File: config.mk
export PLATFORM = sky130hd
export DESIGN_NAME = mer_policy
export DESIGN_NICKNAME = d
export VERILOG_FILES = /design/src/hdl/mer_pkg.sv /design/src/hdl/mer_tmr_if.sv /design/src/hdl/mer_policy.sv /design/src/hdl/mer_recovery_timer.sv
export SDC_FILE = /design/constraint.sdc
export NUM_CORES = 1
export LEC_CHECK = 0
export ABC_CLOCK_PERIOD_IN_PS = 3100
export BUFFER_PORTS_ARGS = -buffer_cell sky130_fd_sc_hd__buf_4
export CORE_MARGIN = 1
export CORE_UTILIZATION = 35
export DETAILED_ROUTE_END_ITERATION = 12
export PLACE_DENSITY = 0.59
export SYNTH_ARGS = -nofsm -noshare
export SYNTH_HDL_FRONTEND = slang
export SYNTH_SLANG_ARGS = --single-unit
File: constraint.sdc
create_clock -name ref_clk -period 3.1 [get_ports ref_clk]
set_clock_uncertainty 0.05 [all_clocks]
set_input_delay 0.31 -clock ref_clk [delete_from_list [all_inputs] [get_ports ref_clk]]
set_output_delay 0.31 -clock ref_clk [all_outputs]
set_load 0.1 [all_outputs]
File: src/hdl/mer_pkg.sv
// shared constants and types for the media error recovery policy block
package mer_pkg;
    localparam int CLK_HZ = 25_000_000;
    localparam int TICK_MS = 50;
    localparam int TICK_CYCLES = CLK_HZ / 1000 * TICK_MS;
    localparam int LIMIT_UNIT_MS = 1;
    localparam logic [15:0] LIMIT_MIN_MS = 16'h0028;
    localparam logic [15:0] LIMIT_MAX_MS = 16'hFFFF;
    localparam logic [7:0] DEFAULT_MAX_PASSES = 8'h08;
    localparam logic [4:0] OFS_CTRL = 5'h00;
    localparam logic [4:0] OFS_RETRY = 5'h04;
    localparam logic [4:0] OFS_TLIMIT = 5'h08;
    localparam logic [4:0] OFS_COMMIT = 5'h0C;
    localparam logic [4:0] OFS_STATUS = 5'h10;
    localparam logic [4:0] OFS_INFO = 5'h14;
    localparam logic [4:0] OFS_COUNT = 5'h18;
    localparam int CTRL_POST_BIT = 0;
    localparam int CTRL_STOP_BIT = 1;
    localparam int CTRL_PASS_BIT = 2;
    localparam int CTRL_RC_BIT = 3;
    localparam int CTRL_MAX_BIT = 4;
    localparam int CTRL_WCE_BIT = 5;
    localparam int RETRY_RD_LSB = 0;
    localparam int RETRY_WR_LSB = 8;
    localparam int STAT_BUSY_BIT = 0;
    localparam int STAT_CHECK_BIT = 1;
    localparam int STAT_SOFT_BIT = 2;
    localparam int STAT_HARD_BIT = 3;
    localparam int STAT_KEY_LSB = 4;
    localparam logic [7:0] READ_RETRY_RST = 8'h01;
    localparam logic [7:0] WRITE_RETRY_RST = 8'h01;
    localparam logic [15:0] TLIMIT_RST = 16'h0000;
    localparam logic [3:0] KEY_NONE = 4'h0;
    localparam logic [3:0] KEY_RECOVERED = 4'h1;
    localparam logic [3:0] KEY_MEDIUM = 4'h3;
    localparam logic [1:0] RESP_OKAY = 2'h0;
    localparam logic [1:0] RESP_SLVERR = 2'h2;

    typedef struct packed {
        logic postError;
        logic stopOnRecoveredError;
        logic passUnrecoveredBlock;
        logic continuousReadFlag;
        logic retryCountAsMax;
        logic writeCachingOn;
        logic [7:0] readRetry;
        logic [7:0] writeRetry;
        logic [15:0] limitMs;
    } mer_cfg_t;

    localparam mer_cfg_t CFG_RST = '{1'b0, 1'b0, 1'b0, 1'b0, 1'b0, 1'b0,
        READ_RETRY_RST, WRITE_RETRY_RST, TLIMIT_RST};

    typedef enum logic [1:0] {ST_IDLE, ST_XFER, ST_RECOV} mer_state_t;
endpackage

File: src/hdl/mer_tmr_if.sv
// carrier between the policy controller and its recovery timer
`timescale 1ns/1ps
interface mer_tmr_if;
    logic start;
    logic enable;
    logic [15:0] limitMs;
    logic expired;
    modport owner(output start, output enable, output limitMs, input expired);
    modport timer(input start, input enable, input limitMs, output expired);
endinterface

File: src/hdl/mer_policy.sv
// error recovery policy controller with its register slave
// Functional notes
// - post-error set reports recovered errors
// - stop flag halts transfer at first recovered
// - read retry count caps passes; zero disables
// - max bit: count is ceiling, else all steps
// - write retry count caps passes; zero disables
// - time limit in milliseconds, 40 to 65535; values below 40 are stored and used unchecked
// - timer advances in 50 ms steps
// - timeout on a block ends with check condition
// - no timer for cached writes or zero limit
// - illegal flag mix accepted without failure
// - clean or continued transfers send full length
// - hard error, flag clear: withhold block, check
// - hard error, pass flag, no post: send block
// - post-error: check with recovered key at end
// - post-error, no stop: info holds last recovered
// - post and stop: stop, info holds that block
// - continuous read overrides, no recovery delays
//
// Design decisions made here: the register offsets and register access over AXI4-Lite.
`timescale 1ns/1ps
module mer_policy
    import mer_pkg::*;
#(
    parameter int TICK_LEN = TICK_CYCLES,
    parameter logic [7:0] MAX_PASSES = DEFAULT_MAX_PASSES
) (
    // clock and reset
    input wire logic ref_clk,
    input wire logic rst,
    // axi4-lite slave
    input wire logic [4:0] s_axi_awaddr,
    input wire logic s_axi_awvalid,
    output logic s_axi_awready,
    input wire logic [31:0] s_axi_wdata,
    input wire logic [3:0] s_axi_wstrb,
    input wire logic s_axi_wvalid,
    output logic s_axi_wready,
    output logic [1:0] s_axi_bresp,
    output logic s_axi_bvalid,
    input wire logic s_axi_bready,
    input wire logic [4:0] s_axi_araddr,
    input wire logic s_axi_arvalid,
    output logic s_axi_arready,
    output logic [31:0] s_axi_rdata,
    output logic [1:0] s_axi_rresp,
    output logic s_axi_rvalid,
    input wire logic s_axi_rready,
    // command from the command engine
    input wire logic cmdStart,
    input wire logic cmdRead,
    input wire logic [15:0] cmdLen,
    // block results from the medium engine
    input wire logic blkReady,
    input wire logic blkErr,
    input wire logic [31:0] blkLba,
    input wire logic passDone,
    input wire logic passOk,
    // actions toward medium and host
    output logic retryReq,
    output logic blkSend,
    output logic cmdDone,
    output logic checkCond,
    output logic [3:0] senseKey,
    output logic [31:0] senseInfo
);
    typedef struct packed {
        logic awRdy;
        logic wRdy;
        logic bValid;
        logic [1:0] bResp;
        logic arRdy;
        logic rValid;
        logic [1:0] rResp;
        logic [31:0] rData;
        logic awHeld;
        logic wHeld;
        logic [4:0] awAddr;
        logic [31:0] wData;
        logic [3:0] wStrb;
        mer_cfg_t shadow;
        mer_cfg_t active;
        mer_state_t fsm;
        logic isRead;
        logic [15:0] len;
        logic [15:0] sent;
        logic [31:0] curLba;
        logic [7:0] passes;
        logic [7:0] limit;
        logic softSeen;
        logic hardErr;
        logic [31:0] lastSoft;
        logic retryReq;
        logic blkSend;
        logic cmdDone;
        logic checkCond;
        logic [3:0] senseKey;
        logic [31:0] senseInfo;
    } mer_state_reg_t;

    mer_state_reg_t s_reg, n;
    mer_tmr_if tmr();

    mer_recovery_timer #(.TICK_LEN(TICK_LEN)) u_timer (
        .ref_clk(ref_clk),
        .rst(rst),
        .tmr(tmr)
    );

    // the timer sees the next state so a stale expiry never meets a fresh block
    assign tmr.start = n.retryReq && s_reg.fsm != ST_RECOV;
    assign tmr.limitMs = s_reg.active.limitMs;
    assign tmr.enable = s_reg.active.limitMs != 16'h0000 && !(!s_reg.isRead && s_reg.active.writeCachingOn);

    assign s_axi_awready = s_reg.awRdy;
    assign s_axi_wready = s_reg.wRdy;
    assign s_axi_bvalid = s_reg.bValid;
    assign s_axi_bresp = s_reg.bResp;
    assign s_axi_arready = s_reg.arRdy;
    assign s_axi_rvalid = s_reg.rValid;
    assign s_axi_rresp = s_reg.rResp;
    assign s_axi_rdata = s_reg.rData;
    assign retryReq = s_reg.retryReq;
    assign blkSend = s_reg.blkSend;
    assign cmdDone = s_reg.cmdDone;
    assign checkCond = s_reg.checkCond;
    assign senseKey = s_reg.senseKey;
    assign senseInfo = s_reg.senseInfo;

    function automatic logic [31:0] merge(input logic [31:0] old, input logic [31:0] val, input logic [3:0] strb);
        logic [31:0] r;
        r = old;
        for (int i = 0; i < 4; i++) begin
            if (strb[i]) begin
                r[i*8 +: 8] = val[i*8 +: 8];
            end
        end
        return r;
    endfunction

    logic [31:0] wr;
    logic [7:0] passCap;
    logic hardNow;

    always_comb begin
        n = s_reg;
        wr = '0;
        n.retryReq = 1'b0;
        n.blkSend = 1'b0;
        n.cmdDone = 1'b0;
        // register writes: address and data in either order, answer after both
        if (s_axi_awvalid && s_reg.awRdy) begin
            n.awHeld = 1'b1;
            n.awAddr = s_axi_awaddr;
        end
        if (s_axi_wvalid && s_reg.wRdy) begin
            n.wHeld = 1'b1;
            n.wData = s_axi_wdata;
            n.wStrb = s_axi_wstrb;
        end
        if (s_reg.bValid && s_axi_bready) begin
            n.bValid = 1'b0;
        end
        if (s_reg.awHeld && s_reg.wHeld && !s_reg.bValid) begin
            n.awHeld = 1'b0;
            n.wHeld = 1'b0;
            n.bValid = 1'b1;
            n.bResp = RESP_OKAY;
            case ({s_reg.awAddr[4:2], 2'b00})
                OFS_CTRL: begin
                    wr = merge({26'h0, s_reg.shadow.writeCachingOn, s_reg.shadow.retryCountAsMax,
                        s_reg.shadow.continuousReadFlag, s_reg.shadow.passUnrecoveredBlock,
                        s_reg.shadow.stopOnRecoveredError, s_reg.shadow.postError}, s_reg.wData, s_reg.wStrb);
                    // an illegal stop-without-post mix is stored as written, never refused
                    n.shadow.postError = wr[CTRL_POST_BIT];
                    n.shadow.stopOnRecoveredError = wr[CTRL_STOP_BIT];
                    n.shadow.passUnrecoveredBlock = wr[CTRL_PASS_BIT];
                    n.shadow.continuousReadFlag = wr[CTRL_RC_BIT];
                    n.shadow.retryCountAsMax = wr[CTRL_MAX_BIT];
                    n.shadow.writeCachingOn = wr[CTRL_WCE_BIT];
                end
                OFS_RETRY: begin
                    wr = merge({16'h0, s_reg.shadow.writeRetry, s_reg.shadow.readRetry}, s_reg.wData, s_reg.wStrb);
                    n.shadow.readRetry = wr[RETRY_RD_LSB +: 8];
                    n.shadow.writeRetry = wr[RETRY_WR_LSB +: 8];
                end
                OFS_TLIMIT: begin
                    wr = merge({16'h0, s_reg.shadow.limitMs}, s_reg.wData, s_reg.wStrb);
                    n.shadow.limitMs = wr[15:0];
                end
                OFS_COMMIT: begin
                    n.active = s_reg.shadow;
                end
                OFS_STATUS, OFS_INFO, OFS_COUNT: begin
                    n.bResp = RESP_OKAY;
                end
                default: begin
                    n.bResp = RESP_SLVERR;
                end
            endcase
        end
        n.awRdy = !n.awHeld && !n.bValid;
        n.wRdy = !n.wHeld && !n.bValid;
        // register reads
        if (s_reg.rValid && s_axi_rready) begin
            n.rValid = 1'b0;
        end
        if (s_axi_arvalid && s_reg.arRdy) begin
            n.rValid = 1'b1;
            n.rResp = RESP_OKAY;
            case ({s_axi_araddr[4:2], 2'b00})
                OFS_CTRL: n.rData = {26'h0, s_reg.shadow.writeCachingOn, s_reg.shadow.retryCountAsMax,
                    s_reg.shadow.continuousReadFlag, s_reg.shadow.passUnrecoveredBlock,
                    s_reg.shadow.stopOnRecoveredError, s_reg.shadow.postError};
                OFS_RETRY: n.rData = {16'h0, s_reg.shadow.writeRetry, s_reg.shadow.readRetry};
                OFS_TLIMIT: n.rData = {16'h0, s_reg.shadow.limitMs};
                OFS_COMMIT: n.rData = '0;
                OFS_STATUS: n.rData = {24'h0, s_reg.senseKey, s_reg.hardErr, s_reg.softSeen,
                    s_reg.checkCond, s_reg.fsm != ST_IDLE};
                OFS_INFO: n.rData = s_reg.senseInfo;
                OFS_COUNT: n.rData = {16'h0, s_reg.sent};
                default: begin
                    n.rData = '0;
                    n.rResp = RESP_SLVERR;
                end
            endcase
        end
        n.arRdy = !n.rValid;
        // recovery pass cap for the running command
        if (s_reg.isRead) begin
            passCap = s_reg.active.readRetry == 8'h00 ? 8'h00 :
                (s_reg.active.retryCountAsMax ? s_reg.active.readRetry : MAX_PASSES);
        end else begin
            passCap = s_reg.active.writeRetry;
        end
        hardNow = 1'b0;
        // policy sequencer
        case (s_reg.fsm)
            ST_IDLE: begin
                if (cmdStart) begin
                    n.fsm = ST_XFER;
                    n.isRead = cmdRead;
                    n.len = cmdLen;
                    n.sent = '0;
                    n.softSeen = 1'b0;
                    n.hardErr = 1'b0;
                    n.checkCond = 1'b0;
                    n.senseKey = KEY_NONE;
                    n.senseInfo = '0;
                end
            end
            ST_XFER: begin
                if (s_reg.sent == s_reg.len) begin
                    n.fsm = ST_IDLE;
                    n.cmdDone = 1'b1;
                    // recovered errors only surface when posting is on
                    n.checkCond = s_reg.active.postError && s_reg.softSeen;
                    n.senseKey = n.checkCond ? KEY_RECOVERED : KEY_NONE;
                    n.senseInfo = n.checkCond ? s_reg.lastSoft : '0;
                end else if (blkReady) begin
                    n.curLba = blkLba;
                    if (!blkErr || (s_reg.isRead && s_reg.active.continuousReadFlag)) begin
                        n.blkSend = 1'b1;
                        n.sent = s_reg.sent + 16'h0001;
                    end else if (passCap == 8'h00) begin
                        hardNow = 1'b1;
                    end else begin
                        n.fsm = ST_RECOV;
                        n.passes = 8'h00;
                        n.limit = passCap;
                        n.retryReq = 1'b1;
                    end
                end
            end
            ST_RECOV: begin
                if (passDone && passOk) begin
                    n.blkSend = 1'b1;
                    n.sent = s_reg.sent + 16'h0001;
                    n.softSeen = 1'b1;
                    n.lastSoft = s_reg.curLba;
                    if (s_reg.active.stopOnRecoveredError) begin
                        n.fsm = ST_IDLE;
                        n.cmdDone = 1'b1;
                        n.checkCond = s_reg.active.postError;
                        n.senseKey = s_reg.active.postError ? KEY_RECOVERED : KEY_NONE;
                        n.senseInfo = s_reg.curLba;
                    end else begin
                        n.fsm = ST_XFER;
                    end
                end else if (passDone && s_reg.passes + 8'h01 < s_reg.limit) begin
                    n.passes = s_reg.passes + 8'h01;
                    n.retryReq = 1'b1;
                end else if (passDone || tmr.expired) begin
                    hardNow = 1'b1;
                end
            end
            default: begin
                n.fsm = ST_IDLE;
            end
        endcase
        if (hardNow) begin
            n.fsm = ST_IDLE;
            n.cmdDone = 1'b1;
            n.hardErr = 1'b1;
            n.blkSend = s_reg.active.passUnrecoveredBlock && !s_reg.active.postError;
            n.checkCond = 1'b1;
            n.senseKey = KEY_MEDIUM;
            n.senseInfo = n.curLba;
        end
    end

    always_ff @(posedge ref_clk) begin
        if (rst) begin
            s_reg <= '{shadow: CFG_RST, active: CFG_RST, fsm: ST_IDLE, default: '0};
        end else begin
            s_reg <= n;
        end
    end
endmodule

File: src/hdl/mer_recovery_timer.sv
// per-block recovery timer with coarse millisecond steps
`timescale 1ns/1ps
module mer_recovery_timer
    import mer_pkg::*;
#(
    parameter int TICK_LEN = TICK_CYCLES
) (
    // clock and reset
    input wire logic ref_clk,
    input wire logic rst,
    // control
    mer_tmr_if.timer tmr
);
    localparam int CW = $clog2(TICK_LEN + 1);

    typedef struct packed {
        logic [CW-1:0] cnt;
        logic [16:0] elapsedMs;
        logic running;
        logic expired;
    } mer_tmr_state_t;

    mer_tmr_state_t s_reg, s_next;
    logic [16:0] stepped;

    assign tmr.expired = s_reg.expired;

    always_comb begin
        s_next = s_reg;
        stepped = s_reg.elapsedMs + 17'(TICK_MS);
        if (tmr.start) begin
            s_next.cnt = '0;
            s_next.elapsedMs = '0;
            s_next.running = tmr.enable;
            s_next.expired = 1'b0;
        end else if (s_reg.running) begin
            // time only advances in whole steps, so expiry can land up to one step late
            if (s_reg.cnt == CW'(TICK_LEN - 1)) begin
                s_next.cnt = '0;
                s_next.elapsedMs = stepped;
                if (stepped >= {1'b0, tmr.limitMs}) begin
                    s_next.expired = 1'b1;
                    s_next.running = 1'b0;
                end
            end else begin
                s_next.cnt = s_reg.cnt + CW'(1);
            end
        end
    end

    always_ff @(posedge ref_clk) begin
        if (rst) begin
            s_reg <= '0;
        end else begin
            s_reg <= s_next;
        end
    end
endmodule

# ---- Word-level counts from Yosys, hierarchy flattened
# Cells that the tools add are included.
dict set report op_classes {
  n_eq_ne 35
  addsub 4
  magnitude_cmp 2
  n_reduce_logical 63
  n_bitwise 3
  muxes 67
}
# cell n
set op_table {}
lappend op_table {{case mux 32 bit (6 select lines)} 1}
lappend op_table {{2-to-1 mux 64 bit} 2}
lappend op_table {{case mux 37 bit (3 select lines)} 1}
lappend op_table {{2-to-1 mux 39 bit} 2}
lappend op_table {{2-to-1 mux 38 bit} 2}
lappend op_table {{2-to-1 mux 35 bit} 2}
lappend op_table {{2-to-1 mux 16 bit} 4}
lappend op_table {{2-to-1 mux 32 bit} 2}
lappend op_table {{case mux 16 bit (3 select lines)} 1}
lappend op_table {{2-to-1 mux 8 bit} 5}
lappend op_table {{2-to-1 mux 37 bit} 1}
lappend op_table {{2-to-1 mux 2 bit} 15}
lappend op_table {{!= test 2 bit, second input constant} 12}
lappend op_table {{2-to-1 mux 1 bit} 22}
lappend op_table {{adder 21 x 1 -> 21 bit, second input constant} 1}
lappend op_table {{equality test 21 bit, second input constant} 1}
lappend op_table {{2-to-1 mux 21 bit} 1}
lappend op_table {{!= test 3 bit, second input constant} 7}
lappend op_table {{AND reduction 3 bit} 7}
lappend op_table {{AND reduction 5 bit} 4}
lappend op_table {{equality test 3 bit, second input constant} 6}
lappend op_table {{adder 17 x 6 -> 17 bit, second input constant} 1}
lappend op_table {{greater-or-equal comparator 17 x 16 -> 1 bit} 1}
lappend op_table {{logical AND 1 bit} 17}
lappend op_table {{other kinds (28)} 56}
dict set report totals {
  output_inout_bits 81
  in_bits 107
  register_bits 339
}

# ---- Longest topological paths before layout
dict set report logic_depth {
  word_depth 11
  depth_mapped 14
  ltp_nobuf 14
}

# ---- By module
# Synthesis repeated with hierarchy kept, for this count alone.
dict set report unflattened {
  cells_unflattened 1780
  area_unflattened_um2 15125.8
}
# mod cells_each seq_area_each_um2 area_each_um2 n_inst
set by_module_without_submodules {}
lappend by_module_without_submodules {mer_policy 1495 5845.6 12749.7 1}
lappend by_module_without_submodules {mer_recovery_timer 285 780.7 2376.0 1}

# ---- Worst setup path after synthesis
# No wires, ideal clock.
dict set report synth_path {
  kind {flip-flop to flip-flop}
  startpoint {register s_reg[82] (netlist bit)}
  endpoint {register s_reg, in the netlist senseInfo[10]}
  t_required_ps 2933
  slack_ps 39
  arrival_ps 2894
  stages_incl_launch_ff 14
  period_less_slack_ps 3061
  path_cell_list {dfxtp_1 ha_1 nand3_1 nor2_1 xor2_1 ha_1 and4_1 a21oi_1 o21ai_0 o221ai_1 nand2_1 clkbuf_1 a221o_1 a32o_1}
}
dict set report synth_via {
  elab_chain_cells 8
  word_cells_on_any_way 13
}
# element line_no
set synth_lines {}
lappend synth_lines {{start, declared} mer_policy.sv:102} ;# mer_state_reg_t s_reg, n;
lappend synth_lines {{start signal, assigned} mer_policy.sv:317} ;# s_reg <= n;
lappend synth_lines {{adder 8 x 1 -> 8 bit (*)} mer_policy.sv:291} ;# end else if (passDone && s_reg.passes + 8'h01 < s_reg.limit) begin
lappend synth_lines {{less-than comparator 8 bit (*)} mer_policy.sv:291}
lappend synth_lines {{logical AND 1 bit (*)} mer_policy.sv:291}
lappend synth_lines {{2-to-1 mux 1 bit (*)} mer_policy.sv:291}
lappend synth_lines {{2-to-1 mux 1 bit (*)} mer_policy.sv:277} ;# if (passDone && passOk) begin
lappend synth_lines {{case mux 1 bit (2 select lines) (*)} mer_policy.sv:239} ;# case (s_reg.fsm)
lappend synth_lines {{!= test 3 bit (no line) / nonzero test 4 bit (equally long branches)} n/a}
lappend synth_lines {{AND reduction 5 bit (no line)} n/a}
# Every way passes the cells marked *; elsewhere a longest branch is shown, timed or not.
# A chain may end at the register's enable or synchronous reset.

# ---- Worst setup path after layout
dict set report layout_path {
  startpoint {register s_reg[82] (netlist bit)}
  endpoint {register s_reg, in the netlist senseInfo[1]}
}
# The elaborated chain is that of the path after synthesis.

==> out/results.md <==
| Stage | Metric | This run |
|:---|:---|:---|
| synth | Share of synthesized area occupied by flip-flops and latches | 43.9% |
| power and ir drop | Combinational fraction of design power | 8.7% |
| detailed routing | Residual DRC count | 0 |
| setup path | Max incr delay on CP | 0.35 ns |
| synth | Number of enable-type register cells in the synthesized netlist | 0 |
| global route | Initial antenna violation count | 0 |
| floorplan | Starting density of the core | 35.8% |
| setup path | Path type of the worst setup path | register to register |
| setup path | Buf+Inv Stages, Crit Path | 3 |
| synth | Async set or reset register ratio after synthesis | 0% |
| synth | Synth Area in Simple Gates | 18.5% |
| cells and area | Max reg flops | 200 |
| clock tree | Latest clock arrival within the worst-skew pair | 0.56 ns |
| cells and area | Antenna Diode Count | 0 |
| setup path | Crit path DAT | 3.35 ns |
| placement | HPWL after detailed placement | 29100 um |
| power and ir drop | Int Pwr | 7.23 mW |
| timing | Maximum clock frequency | 0.337 GHz |
| synth | FF+latch count, synth | 331 |
| floorplan | Site Rows | 75 |
| flow run | Max Cap Violations | 0 |
| synth | Post-Synthesis Mean Instance Area | 8.51 um2 |
| placement | Input/output buffers | 161 |
| synth | Number of standard cells after synthesis | 1775 |
| worst hold path | Classification of the worst-slack hold path | input port to register |
| synth | Yosys cell types | 67 |
| clock tree | Clock-pin transition on the worst setup and hold timing paths | 0.06 ns |
| synth | Primary FF master, synth | sky130_fd_sc_hd__dfxtp_1 |
| synth | Leading post-synthesis cells by cell area | sky130_fd_sc_hd__dfxtp_1 (44%), sky130_fd_sc_hd__nand2_1 (6.6%), sky130_fd_sc_hd__nor2_1 (5.2%) |
| setup path | Critical path capture point type | register |
| clock tree | Clock buffer count from CTS | 38 |
| detailed routing | Final WL | 44100 um |
| setup path | Cell family with most CP delay | compound AO/OA/AOI/OAI gates |
| timing | Endpoints failing setup | 0 |
| setup path | Sequence of cells on the critical path | buf_4 > nand3_2 > nor2_2 > xor2_2 > ha_1 > a21o_1 > a21oi_2 > o21ai_1 > o221ai_1 > buf_4 > nand2_8 > clkbuf_16 > a221o_1 > a32o_1 |
| power and ir drop | Proportion of total power due to net switching | 25.1% |
| floorplan | I/O pins | 188 |
| synth | Synth cell count leaders | sky130_fd_sc_hd__dfxtp_1 (331), sky130_fd_sc_hd__nand2_1 (267), sky130_fd_sc_hd__nor2_1 (211), sky130_fd_sc_hd__a21oi_1 (152), sky130_fd_sc_hd__clkbuf_1 (94) |
| setup path | Critical-path top delay cell | sky130_fd_sc_hd__dfxtp_2 |
| detailed routing | Detailed-route via count | 13000 |
| cells and area | Fraction of final layout cells sized beyond drive strength 1 | 15.8% |
| timing | Final hold violation count | 0 |
| setup path | Critical path's most frequent cell | sky130_fd_sc_hd__buf_4 |
| power and ir drop | Clock power share | 45.8% |
| power and ir drop | Total power | 9.65 mW |
| timing | Fin. max-slew vios | 0 |
| global route | Largest net degree at the start of global routing | 105 |
| synth | Most common cell in the synthesized netlist | sky130_fd_sc_hd__dfxtp_1 |
| setup path | Number of logic stages on the critical path including buffering | 14 |
| detailed routing | Detailed-routing iteration count for the pre-antenna-repair pass | 5 |
| setup path | Critical Path Fanout Max | 8 |
| clock tree | Clock tree buffer depth | 3 |
| timing | Worst-Margin Slew | 0.880 ns |
| global route | Wire length of the first global-routing pass | 68100 um |
| synth | Count of synthesis-stage warnings from yosys | 0 |
| clock tree | CTS tree | built |
| timing | Min Clock Period, post-route | 2.96 ns |
| power and ir drop | Static Leak | 7.42 nW |
| floorplan | Die outline width | 210 um |
| power and ir drop | Power per cell area | 522 nW/um2 |
| clock tree | Sinks on Clock Net | 331 |
| synth | Cell type contributing the most total cell area after synthesis | sky130_fd_sc_hd__dfxtp_1 |
| cells and area | Number of nets in the layout | 2049 |
| worst hold path | Worst hold stages | 4 |
| global route | Remaining global-route overflow | 0 |
| synth | Fraction of the mapped netlist area in compound gates | 16.7% |
| timing | Slew HR | 41.3% |
| clock tree | Clock tree root buffer cell | sky130_fd_sc_hd__clkbuf_16 |
| timing | Tightest hold margin | 0.0313 ns |
| cells and area | Number of inserted filler cells in the final layout | 4194 |
| power and ir drop | Worst voltage drop across the vdd grid | 0.422 mV |
| detailed routing | Routed wire length per instance | 17.8 um |
| detailed routing | DRT antenna net count | 0 |
| global route | Vias in the first global route | 12700 |
| floorplan | Placeable core area | 42200 um2 |
| floorplan | Total Die Area | 44000 um2 |
| timing | Share of the clock period used by the worst path after layout | 95.6% |
| synth | Main combinational cell family by area after synthesis | simple AND/OR/NAND/NOR gates |
| synth | Adder and majority cell fraction of the synthesized area | 2.57% |
| setup path | Worst reg2reg path depth | 14 |
| power and ir drop | NetSw | 2.43 mW |
| synth | Mapped cell area | 15100 um2 |
| detailed routing | Via density per instance | 5.24 |
| setup path | Required @ worst endpoint | 3.49 ns |
| synth | Yosys top cell area share | 43.9% |
| cells and area | P&R area growth vs syn | 22.6% |
| placement | Final weighted congestion in routability-driven placement | 0.843 |
| synth | Multiplexer share of the synthesized area | 5.45% |
| global route | GRT Resource Usage Total | 19.4% |
| synth | Parity-gate share of the synthesized area counting xor and xnor cells | 4.87% |
| power and ir drop | Reg power frac | 45.5% |
| run status | Result of the run | completed |
| floorplan | Die Height | 210 um |
| clock tree | H-tree level count | 2 |
| setup path | CP Launch Type | register |
| detailed routing | Number of DRC violations after detailed-routing iteration 0 | 734 |
-- through the flow --
stage / std cells / util [%] / worst slack (ns) / area [um2] / setup TNS (ns)
final: 2478 / 43.8 / 0.136 / 18500 / 0
after global routing: 2478 / 43.8 / -0.00759 / 18500 / -0.0236
after CTS: 2470 / 43.3 / 0.000351 / 18300 / 0
after detailed placement: 2331 / 38.7 / 0.00899 / 16400 / 0
after global placement: 2331 / 38.7 / 0.0729 / 16400 / 0
after floorplan: 1778 / - / 0.0390 / 15100 / 0
-- cell usage in the layout (no fill, tap or decap), drive strengths merged, types with 16 or more instances in the layout --
cell and n:
a21oi 152, a221o 32, a22oi 46, a32o 32, buf 207, clkbuf 59, dfxtp 331, dlygate4sd3 71
ha 31, inv 49, mux2i 71, nand2 267, nand3 39, nor2 211, nor3 16, nor4 18
o21ai 52, xnor2 29, xor2 55
-- what timing repair did --
action                     CTS  global route
pin swaps                    2             8
gates cloned                 0             5
hold endpoints to repair    71             0
setup endpoints to repair    1            42
buffers inserted             0             3
gates resized for setup      0            19
hold buffers                71             0
-- area by class of cell --
class                      count  area (um2)  area share, %
timing repair buffer         282        2430           13.2
sequential                   331        6630           35.8
multi-input combinational   1211        7360           39.8
tap                          539         674           3.64
clock inverter                13         115          0.622
inverter                      47         176          0.953
clock buffer                  55        1110           6.02
-- power by group through the flow --
stage | clock network, mW | logic [mW] | registers [mW]
after CTS | 4.54 | 0.834 | 4.39
after detailed placement | 0 | 0.760 | 4.48
after global routing | 4.71 | 0.904 | 4.40
after global placement | 0 | 0.754 | 4.48
after floorplan | 0 | 0.482 | 4.50
final | 4.42 | 0.842 | 4.39
-- final timing paths --
check | end | slack, ns | from
max | senseInfo[1] | 0.14 | s_reg[82]
min reg2reg | s_reg[53] | 0.41 | s_reg[53]
max reg2reg | senseInfo[1] | 0.14 | s_reg[82]
min | s_axi_bvalid | 0.03 | s_axi_bready
-- tightest hold or removal path, cell delays in order --
cell,delay (ns)
sky130_fd_sc_hd__buf_4,0.08
sky130_fd_sc_hd__nor2b_1,0.06
sky130_fd_sc_hd__nor2_1,0.08
sky130_fd_sc_hd__nor2_1,0.04
-- per-layer routing --
layer / GRT usage (%) / vias up / wire, um
met1: 24.9 / 6190 / 19500
met5: 0 / - / 0
met2: 31.1 / 353 / 20000
li1: - / 6361 / -
met4: 8.78 / 0 / 1660
met3: 4.37 / 85 / 2910
-- kinds of logic after synthesis --
kind of cell,count (synthesis)
other,1
buffers and inverters,236
DFF,331
adders and majority gates,31
AOI/OAI and AO/OA,373
xor gates and xnor gates,84
muxes,79
and+or+nand+nor,640
Power figures use the tool's default switching activity.
